File: config.mk
export PLATFORM = sky130hd
export DESIGN_NAME = i2csam_top
export DESIGN_NICKNAME = d
export VERILOG_FILES = /design/src/inc/i2csam_pkg.sv /design/src/logic/i2csam_cond.sv /design/src/logic/i2csam_sync.sv /design/src/logic/i2csam_top.sv
export SDC_FILE = /design/constraint.sdc
export NUM_CORES = 1
export LEC_CHECK = 0
export BUFFER_PORTS_ARGS = -buffer_cell sky130_fd_sc_hd__buf_2
export CORE_MARGIN = 1
export CORE_UTILIZATION = 45
export DETAILED_ROUTE_END_ITERATION = 12
export PLACE_DENSITY = 0.72
export SYNTH_ARGS = -nofsm -noshare
export SYNTH_HDL_FRONTEND = slang
export SYNTH_SLANG_ARGS = --single-unit
File: constraint.sdc
create_clock -name aclk -period 2.6 [get_ports aclk]
set_input_delay 0.26 -clock aclk [delete_from_list [all_inputs] [get_ports aclk]]
set_output_delay 0.26 -clock aclk [all_outputs]
set_load 0.02 [all_outputs]
File: src/inc/i2csam_pkg.sv
// Shared constants and types of the slave address match block.
// Assumes a 32-bit AXI4-Lite register bus; each register takes one word.
package i2csam_pkg;
  localparam int unsigned ADDR_W = 12;
  localparam int unsigned IDX_W = 10;
  // Register indices; the byte address is four times the index.
  localparam logic [IDX_W-1:0] IDX_PIR = 10'h00c;
  localparam logic [IDX_W-1:0] IDX_BUF = 10'h013;
  localparam logic [IDX_W-1:0] IDX_CON = 10'h014;
  localparam logic [IDX_W-1:0] IDX_PIE = 10'h08c;
  localparam logic [IDX_W-1:0] IDX_STAT = 10'h094;
  localparam logic [IDX_W-1:0] IDX_SADD = 10'h030;
  localparam logic [IDX_W-1:0] IDX_EVT = 10'h031;
  localparam logic [IDX_W-1:0] IDX_EMASK = 10'h032;
  // Field positions.
  localparam int unsigned PIR_PORT_IF = 3;
  localparam int unsigned CON_WCOL = 7;
  localparam int unsigned CON_OV = 6;
  localparam int unsigned CON_EN = 5;
  localparam int unsigned CON_TEN = 0;
  localparam int unsigned STAT_DA = 5;
  localparam int unsigned STAT_P = 4;
  localparam int unsigned STAT_S = 3;
  localparam int unsigned STAT_RW = 2;
  localparam int unsigned STAT_UA = 1;
  localparam int unsigned STAT_BF = 0;
  localparam int unsigned EVT_W = 3;
  localparam int unsigned EVT_MATCH = 0;
  localparam int unsigned EVT_UA = 1;
  localparam int unsigned EVT_REFUSE = 2;
  // Reset values.
  localparam logic [7:0] RST_BYTE = 8'h00;
  localparam logic [EVT_W-1:0] RST_EVT = 3'h0;
  // Protocol constants.
  localparam logic [4:0] TEN_BIT_ID = 5'h1e;
  localparam logic [3:0] BITS_PER_BYTE = 4'h8;
  localparam logic [1:0] RESP_OKAY = 2'h0;
  localparam logic [1:0] RESP_SLVERR = 2'h2;
  typedef enum logic [3:0] {
    ST_IDLE = 4'h1,
    ST_SHIFT = 4'h2,
    ST_ACK = 4'h4,
    ST_DONE = 4'h8
  } i2csam_state_t;
endpackage

File: src/logic/i2csam_cond.sv
// Finds SCL edges and START and STOP conditions on synchronised levels.
// Assumes scl and sda already passed a synchroniser.
`timescale 1ns/1ps
module i2csam_cond (
  input wire logic aclk,
  input wire logic aresetn,
  input wire logic scl,
  input wire logic sda,
  output logic scl_rise,
  output logic scl_fall,
  output logic start_seen,
  output logic stop_seen
);
  typedef struct packed {
    logic scl_q;
    logic sda_q;
  } i2csam_cond_t;
  i2csam_cond_t s_reg, s_next;
  always_comb begin
    s_next = s_reg;
    s_next.scl_q = scl;
    s_next.sda_q = sda;
  end
  always_ff @(posedge aclk) begin
    if (!aresetn) begin
      s_reg <= '1;
    end else begin
      s_reg <= s_next;
    end
  end
  assign scl_rise = scl && !s_reg.scl_q;
  assign scl_fall = !scl && s_reg.scl_q;
  assign start_seen = scl && s_reg.scl_q && s_reg.sda_q && !sda;
  assign stop_seen = scl && s_reg.scl_q && !s_reg.sda_q && sda;
endmodule // i2csam_cond

File: src/logic/i2csam_sync.sv
// Two flip-flop synchroniser for levels from outside the clock domain.
// Assumes the inputs change slowly against aclk.
`timescale 1ns/1ps
module i2csam_sync #(
  parameter int unsigned W = 2
) (
  input wire logic aclk,
  input wire logic aresetn,
  input wire logic [W-1:0] d,
  output logic [W-1:0] q
);
  typedef struct packed {
    logic [W-1:0] meta;
    logic [W-1:0] sync;
  } i2csam_sync_t;
  i2csam_sync_t s_reg, s_next;
  always_comb begin
    s_next = s_reg;
    s_next.meta = d;
    s_next.sync = s_reg.meta;
  end
  // Pins idle high on an open-drain bus.
  always_ff @(posedge aclk) begin
    if (!aresetn) begin
      s_reg <= '1;
    end else begin
      s_reg <= s_next;
    end
  end
  assign q = s_reg.sync;
endmodule // i2csam_sync

File: src/logic/i2csam_top.sv
// I2C slave address reception with 7-bit and 10-bit address match.
// Assumes an AXI4-Lite master and an open-drain bus resolved outside.
//
// Notes on behaviour
// RULE1: when enabled, after START shift eight bits in.
// RULE2: sample each address bit on SCL rise.
// RULE3: compare shift bits 7:1 at eighth falling edge.
// RULE4: match and no overflow: buffer, full, ACK. The code also requires the full flag clear.
// RULE5: matched byte sets interrupt flag at ninth fall.
// RULE6: 10-bit mode takes two address bytes.
// RULE7: first 10-bit byte is 11110, A9, A8, 0.
// RULE8: master writes first byte so second follows.
// RULE9: high byte sets interrupt, full, update flags.
// RULE10: update flag holds SCL; address write releases.
// RULE11: buffer read clears full; software clears flag.
// RULE12: after low byte, software reloads high address.
// RULE13: repeated START re-accepts high byte, sets flags.
// RULE14: overflow blocks ACK and buffer load.
// RULE15: interrupt flag set even for refused bytes.
// RULE16: matched write address clears read/write status.
// RULE17: ACK holds SDA low through ninth pulse.
// RULE18: disabled module ignores bus, releases lines.
`timescale 1ns/1ps
module i2csam_top
  import i2csam_pkg::*;
(
  input wire logic aclk,
  input wire logic aresetn,
  input wire logic [ADDR_W-1:0] s_axi_awaddr,
  input wire logic s_axi_awvalid,
  output logic s_axi_awready,
  input wire logic [31:0] s_axi_wdata,
  input wire logic [3:0] s_axi_wstrb,
  input wire logic s_axi_wvalid,
  output logic s_axi_wready,
  output logic [1:0] s_axi_bresp,
  output logic s_axi_bvalid,
  input wire logic s_axi_bready,
  input wire logic [ADDR_W-1:0] s_axi_araddr,
  input wire logic s_axi_arvalid,
  output logic s_axi_arready,
  output logic [31:0] s_axi_rdata,
  output logic [1:0] s_axi_rresp,
  output logic s_axi_rvalid,
  input wire logic s_axi_rready,
  input wire logic scl_i,
  output logic scl_o,
  output logic scl_oe,
  input wire logic sda_i,
  output logic sda_o,
  output logic sda_oe,
  output logic irq
);
  typedef struct packed {
    i2csam_state_t state;
    logic [3:0] cnt;
    logic [7:0] sr;
    logic [7:0] rbuf;
    logic [7:0] sadd;
    logic [7:0] con;
    logic [7:0] stat;
    logic [7:0] pir;
    logic [7:0] pie;
    logic [EVT_W-1:0] evt;
    logic [EVT_W-1:0] emask;
    logic hit;
    logic go_low;
    logic phase_low;
    logic ten_done;
    logic ack_drv;
    logic hold;
    logic pin_lvl;
    logic irq;
    logic awready;
    logic awgot;
    logic [IDX_W-1:0] awidx;
    logic wready;
    logic wgot;
    logic [7:0] wbyte;
    logic wlane;
    logic bvalid;
    logic [1:0] bresp;
    logic arready;
    logic rvalid;
    logic [7:0] rdata;
    logic [1:0] rresp;
  } i2csam_st_t;

  i2csam_st_t s_reg, s_next;
  logic [1:0] pins_sync;
  logic scl_rise, scl_fall, start_seen, stop_seen;

  i2csam_sync #(.W(2)) u_sync (
    .aclk(aclk),
    .aresetn(aresetn),
    .d({scl_i, sda_i}),
    .q(pins_sync)
  );

  i2csam_cond u_cond (
    .aclk(aclk),
    .aresetn(aresetn),
    .scl(pins_sync[1]),
    .sda(pins_sync[0]),
    .scl_rise(scl_rise),
    .scl_fall(scl_fall),
    .start_seen(start_seen),
    .stop_seen(stop_seen)
  );

  // Returns the error flag above the read data byte.
  function automatic logic [8:0] rd_mux(input logic [IDX_W-1:0] a,
                                        input i2csam_st_t q);
    logic [8:0] r;
    r = {1'b0, RST_BYTE};
    case (a)
      IDX_PIR: r[7:0] = q.pir;
      IDX_BUF: r[7:0] = q.rbuf;
      IDX_CON: r[7:0] = q.con;
      IDX_PIE: r[7:0] = q.pie;
      IDX_STAT: r[7:0] = q.stat;
      IDX_SADD: r[7:0] = q.sadd;
      IDX_EVT: r[EVT_W-1:0] = q.evt;
      IDX_EMASK: r[EVT_W-1:0] = q.emask;
      default: r[8] = 1'b1;
    endcase
    return r;
  endfunction

  always_comb begin
    logic [8:0] rd;
    logic free;
    logic ten;
    logic [IDX_W-1:0] ridx;
    rd = '0;
    free = 1'b0;
    ten = 1'b0;
    ridx = s_axi_araddr[ADDR_W-1:2];
    s_next = s_reg;

    // Write channel: address and data taken in either order.
    if (s_axi_awvalid && s_reg.awready) begin
      s_next.awready = 1'b0;
      s_next.awgot = 1'b1;
      s_next.awidx = s_axi_awaddr[ADDR_W-1:2];
    end
    if (s_axi_wvalid && s_reg.wready) begin
      s_next.wready = 1'b0;
      s_next.wgot = 1'b1;
      s_next.wbyte = s_axi_wdata[7:0];
      s_next.wlane = s_axi_wstrb[0];
    end
    if (s_reg.awgot && s_reg.wgot) begin
      s_next.awgot = 1'b0;
      s_next.wgot = 1'b0;
      s_next.bvalid = 1'b1;
      s_next.bresp = RESP_OKAY;
      case (s_reg.awidx)
        IDX_PIR: if (s_reg.wlane) s_next.pir = s_reg.wbyte; // see RULE11
        IDX_BUF: ;
        IDX_CON: if (s_reg.wlane) s_next.con = s_reg.wbyte;
        IDX_PIE: if (s_reg.wlane) s_next.pie = s_reg.wbyte;
        IDX_STAT: begin
          if (s_reg.wlane) begin
            s_next.stat[7:6] = s_reg.wbyte[7:6];
          end
        end
        IDX_SADD: begin
          if (s_reg.wlane) begin
            s_next.sadd = s_reg.wbyte;
            s_next.stat[STAT_UA] = 1'b0; // see RULE10
          end
        end
        IDX_EVT: ;
        IDX_EMASK: begin
          if (s_reg.wlane) begin
            s_next.emask = s_reg.wbyte[EVT_W-1:0];
          end
        end
        default: s_next.bresp = RESP_SLVERR;
      endcase
    end
    if (s_reg.bvalid && s_axi_bready) begin
      s_next.bvalid = 1'b0;
      s_next.awready = 1'b1;
      s_next.wready = 1'b1;
    end

    // Read channel: answer in the cycle after the address is taken.
    if (s_axi_arvalid && s_reg.arready) begin
      rd = rd_mux(ridx, s_reg);
      s_next.arready = 1'b0;
      s_next.rvalid = 1'b1;
      s_next.rdata = rd[7:0];
      s_next.rresp = rd[8] ? RESP_SLVERR : RESP_OKAY;
      if (ridx == IDX_BUF) begin
        s_next.stat[STAT_BF] = 1'b0; // see RULE11
      end
      if (ridx == IDX_EVT) begin
        s_next.evt = RST_EVT;
      end
    end
    if (s_reg.rvalid && s_axi_rready) begin
      s_next.rvalid = 1'b0;
      s_next.arready = 1'b1;
    end

    // Bus side; placed after software so a hardware set wins a clear.
    ten = s_reg.con[CON_TEN];
    free = !s_reg.stat[STAT_BF] && !s_reg.con[CON_OV];
    if (!s_reg.con[CON_EN]) begin
      s_next.state = ST_IDLE; // see RULE18
      s_next.ack_drv = 1'b0;
      s_next.hold = 1'b0;
      s_next.phase_low = 1'b0;
      s_next.ten_done = 1'b0;
    end else if (start_seen) begin
      s_next.state = ST_SHIFT; // see RULE1
      s_next.cnt = '0;
      s_next.ack_drv = 1'b0;
      s_next.stat[STAT_S] = 1'b1;
      s_next.stat[STAT_P] = 1'b0;
    end else if (stop_seen) begin
      s_next.state = ST_IDLE;
      s_next.ack_drv = 1'b0;
      s_next.phase_low = 1'b0;
      s_next.ten_done = 1'b0;
      s_next.stat[STAT_P] = 1'b1;
      s_next.stat[STAT_S] = 1'b0;
    end else begin
      case (s_reg.state)
        ST_IDLE: ;
        ST_SHIFT: begin
          if (scl_rise && s_reg.cnt < BITS_PER_BYTE) begin
            s_next.sr = {s_reg.sr[6:0], pins_sync[0]}; // see RULE2
            s_next.cnt = s_reg.cnt + 4'h1;
          end
          if (scl_fall && s_reg.cnt == BITS_PER_BYTE) begin
            s_next.state = ST_ACK;
            s_next.go_low = 1'b0;
            if (!ten) begin
              s_next.hit = s_reg.sr[7:1] == s_reg.sadd[7:1]; // see RULE3
            end else if (s_reg.phase_low) begin
              s_next.hit = s_reg.sr == s_reg.sadd; // see RULE12
            end else begin
              // A read bit on the high byte counts only once addressed.
              s_next.hit = s_reg.sr[7:3] == TEN_BIT_ID && // see RULE7
                           s_reg.sr[2:1] == s_reg.sadd[2:1] &&
                           (!s_reg.sr[0] || s_reg.ten_done); // see RULE8
              s_next.go_low = !s_reg.ten_done; // see RULE6
            end
            if (s_next.hit) begin
              if (free) begin
                s_next.rbuf = s_reg.sr; // see RULE4
                s_next.stat[STAT_BF] = 1'b1;
                s_next.ack_drv = 1'b1; // see RULE17
                s_next.stat[STAT_RW] = s_reg.sr[0]; // see RULE16
                s_next.stat[STAT_DA] = 1'b0;
                if (ten && !(s_next.go_low == 1'b0 && s_reg.ten_done
                             && !s_reg.phase_low)) begin
                  s_next.stat[STAT_UA] = 1'b1; // see RULE9
                  s_next.evt[EVT_UA] = 1'b1;
                end
                if (ten && s_reg.phase_low) begin
                  s_next.ten_done = 1'b1;
                end
              end else begin
                s_next.con[CON_OV] = s_reg.stat[STAT_BF] |
                                     s_reg.con[CON_OV]; // see RULE14
                s_next.go_low = 1'b0;
                s_next.evt[EVT_REFUSE] = 1'b1;
              end
            end
          end
        end
        ST_ACK: begin
          if (scl_fall) begin
            s_next.ack_drv = 1'b0;
            s_next.cnt = '0;
            if (s_reg.hit) begin
              s_next.pir[PIR_PORT_IF] = 1'b1; // see RULE5 RULE15
              s_next.evt[EVT_MATCH] = 1'b1;
              s_next.hold = s_reg.stat[STAT_UA]; // see RULE10
            end
            s_next.phase_low = s_reg.hit && s_reg.go_low;
            // After repeated START the high byte ends addressing.
            s_next.state = (s_reg.hit && s_reg.go_low) ? ST_SHIFT
                                                       : ST_DONE; // see RULE13
          end
        end
        ST_DONE: ;
        default: s_next.state = ST_IDLE;
      endcase
    end
    if (!s_next.stat[STAT_UA]) begin
      s_next.hold = 1'b0; // see RULE10
    end
    s_next.pin_lvl = 1'b0;
    s_next.irq = (|(s_next.evt & s_next.emask)) ||
                 (s_next.pir[PIR_PORT_IF] && s_next.pie[PIR_PORT_IF]);
  end

  always_ff @(posedge aclk) begin
    if (!aresetn) begin
      s_reg <= '0;
      s_reg.state <= ST_IDLE;
      s_reg.con <= RST_BYTE;
      s_reg.stat <= RST_BYTE;
      s_reg.pir <= RST_BYTE;
      s_reg.pie <= RST_BYTE;
      s_reg.evt <= RST_EVT;
      s_reg.emask <= RST_EVT;
      s_reg.awready <= 1'b1;
      s_reg.wready <= 1'b1;
      s_reg.arready <= 1'b1;
    end else begin
      s_reg <= s_next;
    end
  end

  assign s_axi_awready = s_reg.awready;
  assign s_axi_wready = s_reg.wready;
  assign s_axi_bvalid = s_reg.bvalid;
  assign s_axi_bresp = s_reg.bresp;
  assign s_axi_arready = s_reg.arready;
  assign s_axi_rvalid = s_reg.rvalid;
  assign s_axi_rresp = s_reg.rresp;
  assign s_axi_rdata = {24'h00_0000, s_reg.rdata};
  assign scl_o = s_reg.pin_lvl;
  assign sda_o = s_reg.pin_lvl;
  assign scl_oe = s_reg.hold;
  assign sda_oe = s_reg.ack_drv;
  assign irq = s_reg.irq;
endmodule // i2csam_top

**Yosys cells after proc, flatten, opt, wreduce, memory -nomap -nowiden**

Cells that the tools add are included.

- Logic and storage cells: 271
- Bits in latches: 0
- Memories: 0
- Bits in writable memories: 0
- Register bits after elaboration: 121
- Bits of input ports: 69
- Bits in read-only memories: 0

- Reductions and logical operators: 68
- Shift operators: 0
- Add/sub/neg operators: 1
- Div/mod/pow operators: 0
- Equality and inequality tests: 42
- Multiplexer cells: 108
- Multiply operators: 0
- Bitwise logic cells: 8
- $lt $le $gt $ge: 1

Operator list:

| kind | count |
|---|---|
| 10-bit by 6-bit equality test with 1-bit output (second input constant) | 6 |
| 2-bit 2-to-1 mux | 28 |
| 1-bit 2-to-1 mux | 48 |
| 8-bit 2-to-1 mux | 6 |
| 10-bit by 5-bit equality test with 1-bit output (second input constant) | 4 |
| 10-bit by 8-bit equality test with 1-bit output (second input constant) | 4 |
| 5-bit one-hot mux with 6 select lines | 1 |
| 3-bit 2-to-1 mux | 9 |
| 3-bit AND reduction | 9 |
| 5-bit AND reduction | 5 |
| 1-bit logical AND | 24 |
| 12-bit 2-to-1 mux | 2 |
| 3-bit one-hot mux with 8 select lines | 1 |
| 10-bit by 4-bit equality test with 1-bit output (second input constant) | 2 |
| 20-bit 2-to-1 mux | 1 |
| 5-bit inequality test (second input constant) | 4 |
| 16-bit 2-to-1 mux | 1 |
| 4-bit 2-to-1 mux | 4 |
| 4-bit by 1-bit inequality test with 1-bit output (second input constant) | 4 |
| 8-bit OR reduction | 2 |
| 7-bit 2-to-1 mux | 2 |
| 4-bit one-hot mux with 3 select lines | 1 |
| 1-bit logical NOT | 10 |
| 2-bit nonzero test | 5 |
| other kinds (30) | 45 |

**Logic depth before layout (Yosys ltp)**

Gate-level depths: netlist of run 1.

- Depth in word-level cells: 24
- Mapped depth: 9

**Modules after synthesis**

Synthesis of run 1 repeated with hierarchy kept, for this count alone.

- Cell total of the unflattened synthesis: 677
- Area, all modules: 5,808.1 um^2

Modules (own cells, without submodules):

| module | times used | area an instance (um^2) | seq. area each (um^2) | cells an instance |
|---|---|---|---|---|
| i2csam_top | 1 | 5,617.9 | 2,222.1 | 661 |
| i2csam_sync | 1 | 105.1 | 80.1 | 8 |
| i2csam_cond | 1 | 85.1 | 40.0 | 8 |

**Worst setup path before layout of run 1**

OpenSTA, ideal clock, no wires.

- Path kind: register to register
- Start point: reg s_reg[113] in the netlist's numbering
- End point: reg s_reg[96] in the netlist's numbering
- Required time: 2.472 ns
- Cell stages (with the launch flop): 9
- Period minus slack after synthesis: 2.026 ns
- Path slack: 0.574 ns
- Data arrival time: 1.898 ns
- Setup time: 0.128 ns
- Path through: dfxtp_1 buf_4 or3b_4 nor2_4 nand3_2 or4b_1 buf_6 mux2i_1 nor2_1

- Word-level cells in the longest chain between the ends: 2

Ends and longest elaborated chain:

| what | RTL line | text |
|---|---|---|
| start, declared | i2csam_top.sv:89 | `i2csam_st_t s_reg, s_next;` |
| start signal, assigned | i2csam_top.sv:317 | `s_reg <= s_next;` |
| 4-bit by 2-bit equality test with 1-bit output | i2csam_top.sv:231 | `case (s_reg.state)` |
| 7-bit AND reduction (no line) | n/a |  |

No other way between the ends.
A chain may end at the register's enable or synchronous reset.

**Worst setup path after layout of run 1**

- Start point: reg s_reg[113] in the netlist's numbering
- End point: reg s_reg[97] in the netlist's numbering

Same word-level chain as after synthesis.

==> results of run 1 <==
[power groups by stage]
stage	logic, W	clock network [W]	registers (W)
finish	0.000265	0.00237	0.00187
global route	0.000292	0.00247	0.00188
CTS	0.000264	0.00238	0.00187
detailed placement	0.000263	0	0.00191
global placement	0.000257	0	0.00191
floorplan	0.000222	0	0.00190
[worst min-delay path by stage]
stage / from / end
floorplan: aresetn / u_sync.q[0]
global placement: u_sync.s_next[1] / u_sync.q[1]
detailed placement: u_sync.s_next[0] / u_sync.q[0]
CTS: scl_i / u_sync.s_next[1]
global route: sda_i / u_sync.s_next[0]
finish: scl_i / u_sync.s_next[1]
[metal layers]
layer  share of wire  GRT usage  vias up
met3           0.060     0.0509       28
met5               0          0        -
met2            0.49      0.376      174
met4           0.018     0.0939        0
met1            0.43      0.269     2253
li1                -          -     2321
[final cells by class]
class	instances	area, µm²
Fill cell	1106	5600
Tap cell	147	184
Sequential cell	117	2340
Clock inverter	12	155
Timing Repair Buffer	70	400
Multi-Input combinational cell	482	2830
Clock buffer	19	453
Inverter	13	48.8
[through the flow]
stage	instances	power, W	util	hold slack (ns)	worst slack (ns)
CTS	860	0.00452	0.534	0.0244	0.209
finish	860	0.00450	0.534	0.0331	0.214
global placement	829	0.00216	0.483	0.394	0.316
global route	860	0.00464	0.534	0.0372	0.0872
floorplan	683	0.00212	-	0.333	0.574
detailed placement	829	0.00217	0.483	0.393	0.223
[critical path, cell delays in order (launching register included)]
cell and delay, ns:
dfxtp_1 0.47, or3b_4 0.45, nor2_4 0.12, nand3_2 0.14, or4b_1 0.80, mux2i_1 0.25, nor2_1 0.06
[cells in the final DEF (no fill, tap or decap), types with 4 or more instances in the layout]
cell and count:
a21oi_1 52, a221o_1 6, a221oi_1 4, a22oi_1 10, a31oi_1 4, a32oi_1 4
and3_1 6, buf_2 55, buf_4 14, clkbuf_16 17, clkinvlp_4 5, conb_1 28
dfxtp_1 117, inv_1 12, mux2_2 4, mux2i_1 49, nand2_1 95, nand2b_1 11
nand3_1 14, nand4_1 6, nor2_1 76, nor2b_1 4, nor3_1 10, nor3b_1 4
o21ai_0 19, o2bb2ai_1 4, or3_1 5, xnor2_1 6, xor2_1 7
[cell families after synthesis]
family	count (synthesis)
simple gates	260
compound gates	126
flops	117
buf+inv	84
mux	53
xor+xnor	13
fa+ha+maj	2
other cells	1
==> results.sh, run 1 <==
export IMPL_die_area_um2=12800
export IMPL_tightest_slew_ns=0.825
export IMPL_yosys_top_cells_area="dfxtp_1, mux2i_1, nand2_1"
export IMPL_insertion_delay_ns=0.41
export IMPL_synthTopCellsByCount="dfxtp_1, nand2_1, nor2_1"
export IMPL_synth_compound_area_share=0.146
export IMPL_die_width_um=113
export IMPL_synthXorXnorAreaFrac=0.0205
export IMPL_antenna_cells=0
export IMPL_synth_seq_cells=117
export IMPL_clk_path_buf_depth=2
export IMPL_wire_per_inst_um=15.9
export IMPL_rsz0062_at_grt="no"
export IMPL_power_frac_seq=0.416
export IMPL_internal_power_w=0.00347
export IMPL_hold_viol_final=0
export IMPL_cap_violations=0
export IMPL_drc_errors=0
export IMPL_synth_edf_count=0
export IMPL_cts_setup_buffers=0
export IMPL_ios=115
export IMPL_start_util=0.462
export IMPL_slew_violations=0
export IMPL_crit_type="flip-flop to flip-flop"
export IMPL_fin_crit_ns=2.39
export IMPL_dr_total_vias=4776
export IMPL_portBuffers=55
export IMPL_critPathLaunch="s_reg[113]"
export IMPL_cts_buffers=17
export IMPL_maxSlewHeadroom=0.449
export IMPL_grt_max_degree=49
export IMPL_reg2reg_from="s_reg[113]"
export IMPL_nNetsFinal=772
export IMPL_ys_warn_count=0
export IMPL_drtAntennaViolNets=0
export IMPL_p_clk_frac=0.525
export IMPL_viasPerCell=5.55
export IMPL_final_cell_area_um2=6410
export IMPL_reg2regPathDepth=6
export IMPL_ys_types=68
export IMPL_setup_viol=0
export IMPL_largest_reg_flops=93
export IMPL_endpoint_kind="flip-flop"
export IMPL_critical_path_max_fanout=9
export IMPL_cts_sinks=117
export IMPL_hold_buffers=0
export IMPL_hpwl_um=9910
export IMPL_ctsHtreeMaxLevel=4
export IMPL_yosys_area_share_simple=0.224
export IMPL_yosysMostFrequentCell="dfxtp_1"
export IMPL_combPwrFrac=0.059
export IMPL_p_sw_w=0.00103
export IMPL_yosys_area_top_type_share=0.422
export IMPL_swShare=0.229
export IMPL_timing_final_crit_share=0.918
export IMPL_synth_area_mux_share=0.0965
export IMPL_path_clk_slew_ns=0.05
export IMPL_cts_tree="yes"
export IMPL_ys_async_sr_fraction=0
export IMPL_status="finished, final reports clean"
export IMPL_drt_iter0_drc=387
export IMPL_grt_pass1_vias=4613
export IMPL_syn_to_final_growth_pct=15.6
export IMPL_grtUsageTotal=0.221
export IMPL_syn_area_um2=5550
export IMPL_placed_cell_area_um2=5810
export IMPL_fin_worst_skew_ns=0.00629
export IMPL_endpoint="s_reg[97]"
export IMPL_fin_setup_tns_ns=0
export IMPL_gr_total_overflow=0
export IMPL_grt_pass1_wl_um=22000
export IMPL_synth_fa_ha_area_frac=0.00451
export IMPL_seq_area_frac_synth=0.422
export IMPL_synth_avg_cell_area_um2=8.46
export IMPL_leakagePower_nw=2.66
export IMPL_synth_top_family_by_area="simple AND/OR/NAND/NOR gates"
export IMPL_hold_depth=2
export IMPL_synthCells=656
export IMPL_place_gp_congestion=0.855
export IMPL_cts_resized=0
export IMPL_worstReg2RegEnd="s_reg[97]"
export IMPL_fmax_mhz=419
export IMPL_cp_start_kind="flip-flop"
export IMPL_hp_class="primary input to flip-flop"
export IMPL_r2r_slack_ns=0.21
export IMPL_cp_arrival_ns=2.68
export IMPL_antenna_found_initial=0
export IMPL_netlist_top_cell_by_area="dfxtp_1"
export IMPL_fp_row_count=40
export IMPL_wl_um=13600
export IMPL_synth_top_flop_cell="dfxtp_1"
export IMPL_die_h_um=113
export IMPL_dr_pass1_iters=6
export IMPL_cp_required_ns=2.90
export IMPL_ir_worst_vdd_mv=0.506
export IMPL_ctsRootBufferMaster="clkbuf_16"
export IMPL_p_per_area_nw_per_um2=702
export IMPL_core_area_um2=12000
export IMPL_drive_above_1_share=0.160
Note: power is estimated with default switching activity, not from simulation.
==> inputs of run 2 (changes only) <==
--- a/config.mk
+++ b/config.mk
@@ -10,6 +10,7 @@
 export CORE_UTILIZATION = 45
 export DETAILED_ROUTE_END_ITERATION = 12
 export PLACE_DENSITY = 0.72
+export RECOVER_POWER = 25
 export SYNTH_ARGS = -nofsm -noshare
 export SYNTH_HDL_FRONTEND = slang
 export SYNTH_SLANG_ARGS = --single-unit
==> run 2 against run 1 <==
  * First-iteration DRC count fell by 11%
  * Count of clock-buffer cells in the layout did not move
  * Critical path depth did not move
  * Maximum frequency fell by 1.7%
  * Largest power group unchanged
  * Core utilization fell by 0.27 points
  * Via count rose by 0.38%
  * Highest routed layer unchanged
  * Worst hold slack got worse by 0.0014 ns
  * Critical endpoint unchanged
  * Die area did not move
  * Setup slack got worse by 0.042 ns
  * Combinational power fell by 2%
==> results.sh, run 2 (synthesized netlist as in run 1, its figures left out) <==
export IMPL_status="finished, final reports clean"
export IMPL_critPathMaxStageDelay_ns=0.80
export IMPL_rsz0062_at_grt="no"
export IMPL_cp_arrival_ns=2.70
export IMPL_ctsHtreeMaxLevel=4
export IMPL_drc_errors=0
export IMPL_swShare=0.229
export IMPL_combPwrFrac=0.058
export IMPL_reg2regPathDepth=6
export IMPL_fin_worst_skew_ns=0.00631
export IMPL_hold_depth=2
export IMPL_multi_input_area_um2=2830
export IMPL_slew_violations=0
export IMPL_r2r_slack_ns=0.17
export IMPL_cp_required_ns=2.87
export IMPL_dr_total_vias=4794
export IMPL_grt_pass1_wl_um=22000
export IMPL_timing_final_crit_share=0.934
export IMPL_total_power_w=0.00450
export IMPL_hpwl_um=9910
export IMPL_drive_above_1_share=0.139
export IMPL_setup_viol=0
export IMPL_hp_start="scl_i"
export IMPL_worstReg2RegEnd="s_reg[97]"
export IMPL_fin_crit_ns=2.43
export IMPL_portBuffers=55
export IMPL_cts_setup_buffers=0
export IMPL_grtUsageTotal=0.221
export IMPL_ctsRootBufferMaster="clkbuf_16"
export IMPL_wire_per_inst_um=15.9
export IMPL_leakagePower_nw=2.60
export IMPL_regArea_um2=2340
export IMPL_p_sw_w=0.00103
export IMPL_cts_sinks=117
export IMPL_syn_to_final_growth_pct=15.0
export IMPL_internal_power_w=0.00347
export IMPL_timing_hold_ws_ns=0.0317
export IMPL_cts_resized=0
export IMPL_cts_tree="yes"
export IMPL_maxSlewHeadroom=0.0432
export IMPL_critPathLaunch="s_reg[113]"
export IMPL_antenna_found_initial=0
export IMPL_viasPerCell=5.57
export IMPL_hold_viol_final=0
export IMPL_cts_buffers=17
export IMPL_power_frac_seq=0.416
export IMPL_fp_row_count=40
export IMPL_fin_setup_tns_ns=0
export IMPL_ios=115
export IMPL_cap_violations=0
export IMPL_die_area_um2=12800
export IMPL_dr_pass1_iters=8
export IMPL_hold_buffers=0
export IMPL_ir_worst_vdd_mv=0.507
export IMPL_insertion_delay_ns=0.41
export IMPL_gr_total_overflow=0
export IMPL_crit_chain="or3b_4, nor2_4, nand3_2, or4b_1, mux2i_1, nor2_1"
export IMPL_core_area_um2=12000
export IMPL_cp_start_kind="flip-flop"
export IMPL_fmax_mhz=412
export IMPL_min_to="u_sync.s_next[1]"
export IMPL_die_h_um=113
export IMPL_cpMaxStageDelayCell="or4b_1"
export IMPL_largest_reg_flops=93
export IMPL_place_gp_congestion=0.855
export IMPL_p_clk_frac=0.526
export IMPL_tightest_slew_ns=1.43
export IMPL_reg2reg_from="s_reg[113]"
export IMPL_critical_path_max_fanout=9
export IMPL_die_width_um=113
export IMPL_endpoint_kind="flip-flop"
export IMPL_antenna_cells=0
export IMPL_wl_um=13700
export IMPL_p_per_area_nw_per_um2=705
export IMPL_drtAntennaViolNets=0
export IMPL_crit_type="flip-flop to flip-flop"
export IMPL_clk_path_buf_depth=2
export IMPL_fillers=1116
export IMPL_grt_max_degree=49
export IMPL_nNetsFinal=772
export IMPL_hp_class="primary input to flip-flop"
export IMPL_start_util=0.462
export IMPL_path_clk_slew_ns=0.05
export IMPL_layout_commonest_cell="dfxtp_1"
export IMPL_grt_pass1_vias=4613
export IMPL_drt_iter0_drc=346
export IMPL_layout_cells_most_common_list="dfxtp_1, nand2_1, nor2_1"
run 2: layout make-up:
| class | instances | share of cell area |
|---|---|---|
| Tap cell | 147 | 0.0288 |
| Clock buffer | 19 | 0.0710 |
| Sequential cell | 117 | 0.367 |
| Inverter | 13 | 0.00765 |
| Clock inverter | 12 | 0.0243 |
| Multi-Input combinational cell | 482 | 0.444 |
| Timing Repair Buffer | 70 | 0.0576 |
run 2: metrics by stage:
step | setup slack [ns] | cells | util | cell area [µm²]
after floorplan | 0.574 | 683 | - | 5650
after global placement | 0.316 | 829 | 0.483 | 5810
after detailed placement | 0.223 | 829 | 0.483 | 5810
after CTS | 0.209 | 860 | 0.534 | 6410
after global routing | 0.0556 | 860 | 0.531 | 6380
final | 0.172 | 860 | 0.531 | 6380
run 2: layer usage:
layer	track usage	wire, µm
met1	0.269	5870
met2	0.376	6690
met3	0.0509	846
met4	0.0939	261
met5	0	0
run 2: worst max-delay path by stage:
stage	slack, ns	endpoint
5_1_grt	0.06	s_reg[99]
2_1_floorplan	0.57	s_reg[96]
4_1_cts	0.21	s_reg[97]
3_5_place_dp	0.22	s_reg[97]
6_report	0.17	s_reg[97]
3_3_place_gp	0.32	s_reg[92]
run 2: worst max-delay path, delay by kind of cell (launching register included):
kind	cells	cell delay, ns
DFF	1	0.47
muxes	1	0.25
and+or+nand+nor	5	1.57
run 2: power by group through the flow:
stage | registers, W | logic (W) | clock network [W]
after floorplan | 0.00190 | 0.000222 | 0
after global placement | 0.00191 | 0.000257 | 0
after detailed placement | 0.00191 | 0.000263 | 0
after CTS | 0.00187 | 0.000264 | 0.00238
after global routing | 0.00188 | 0.000287 | 0.00247
final | 0.00187 | 0.000260 | 0.00237
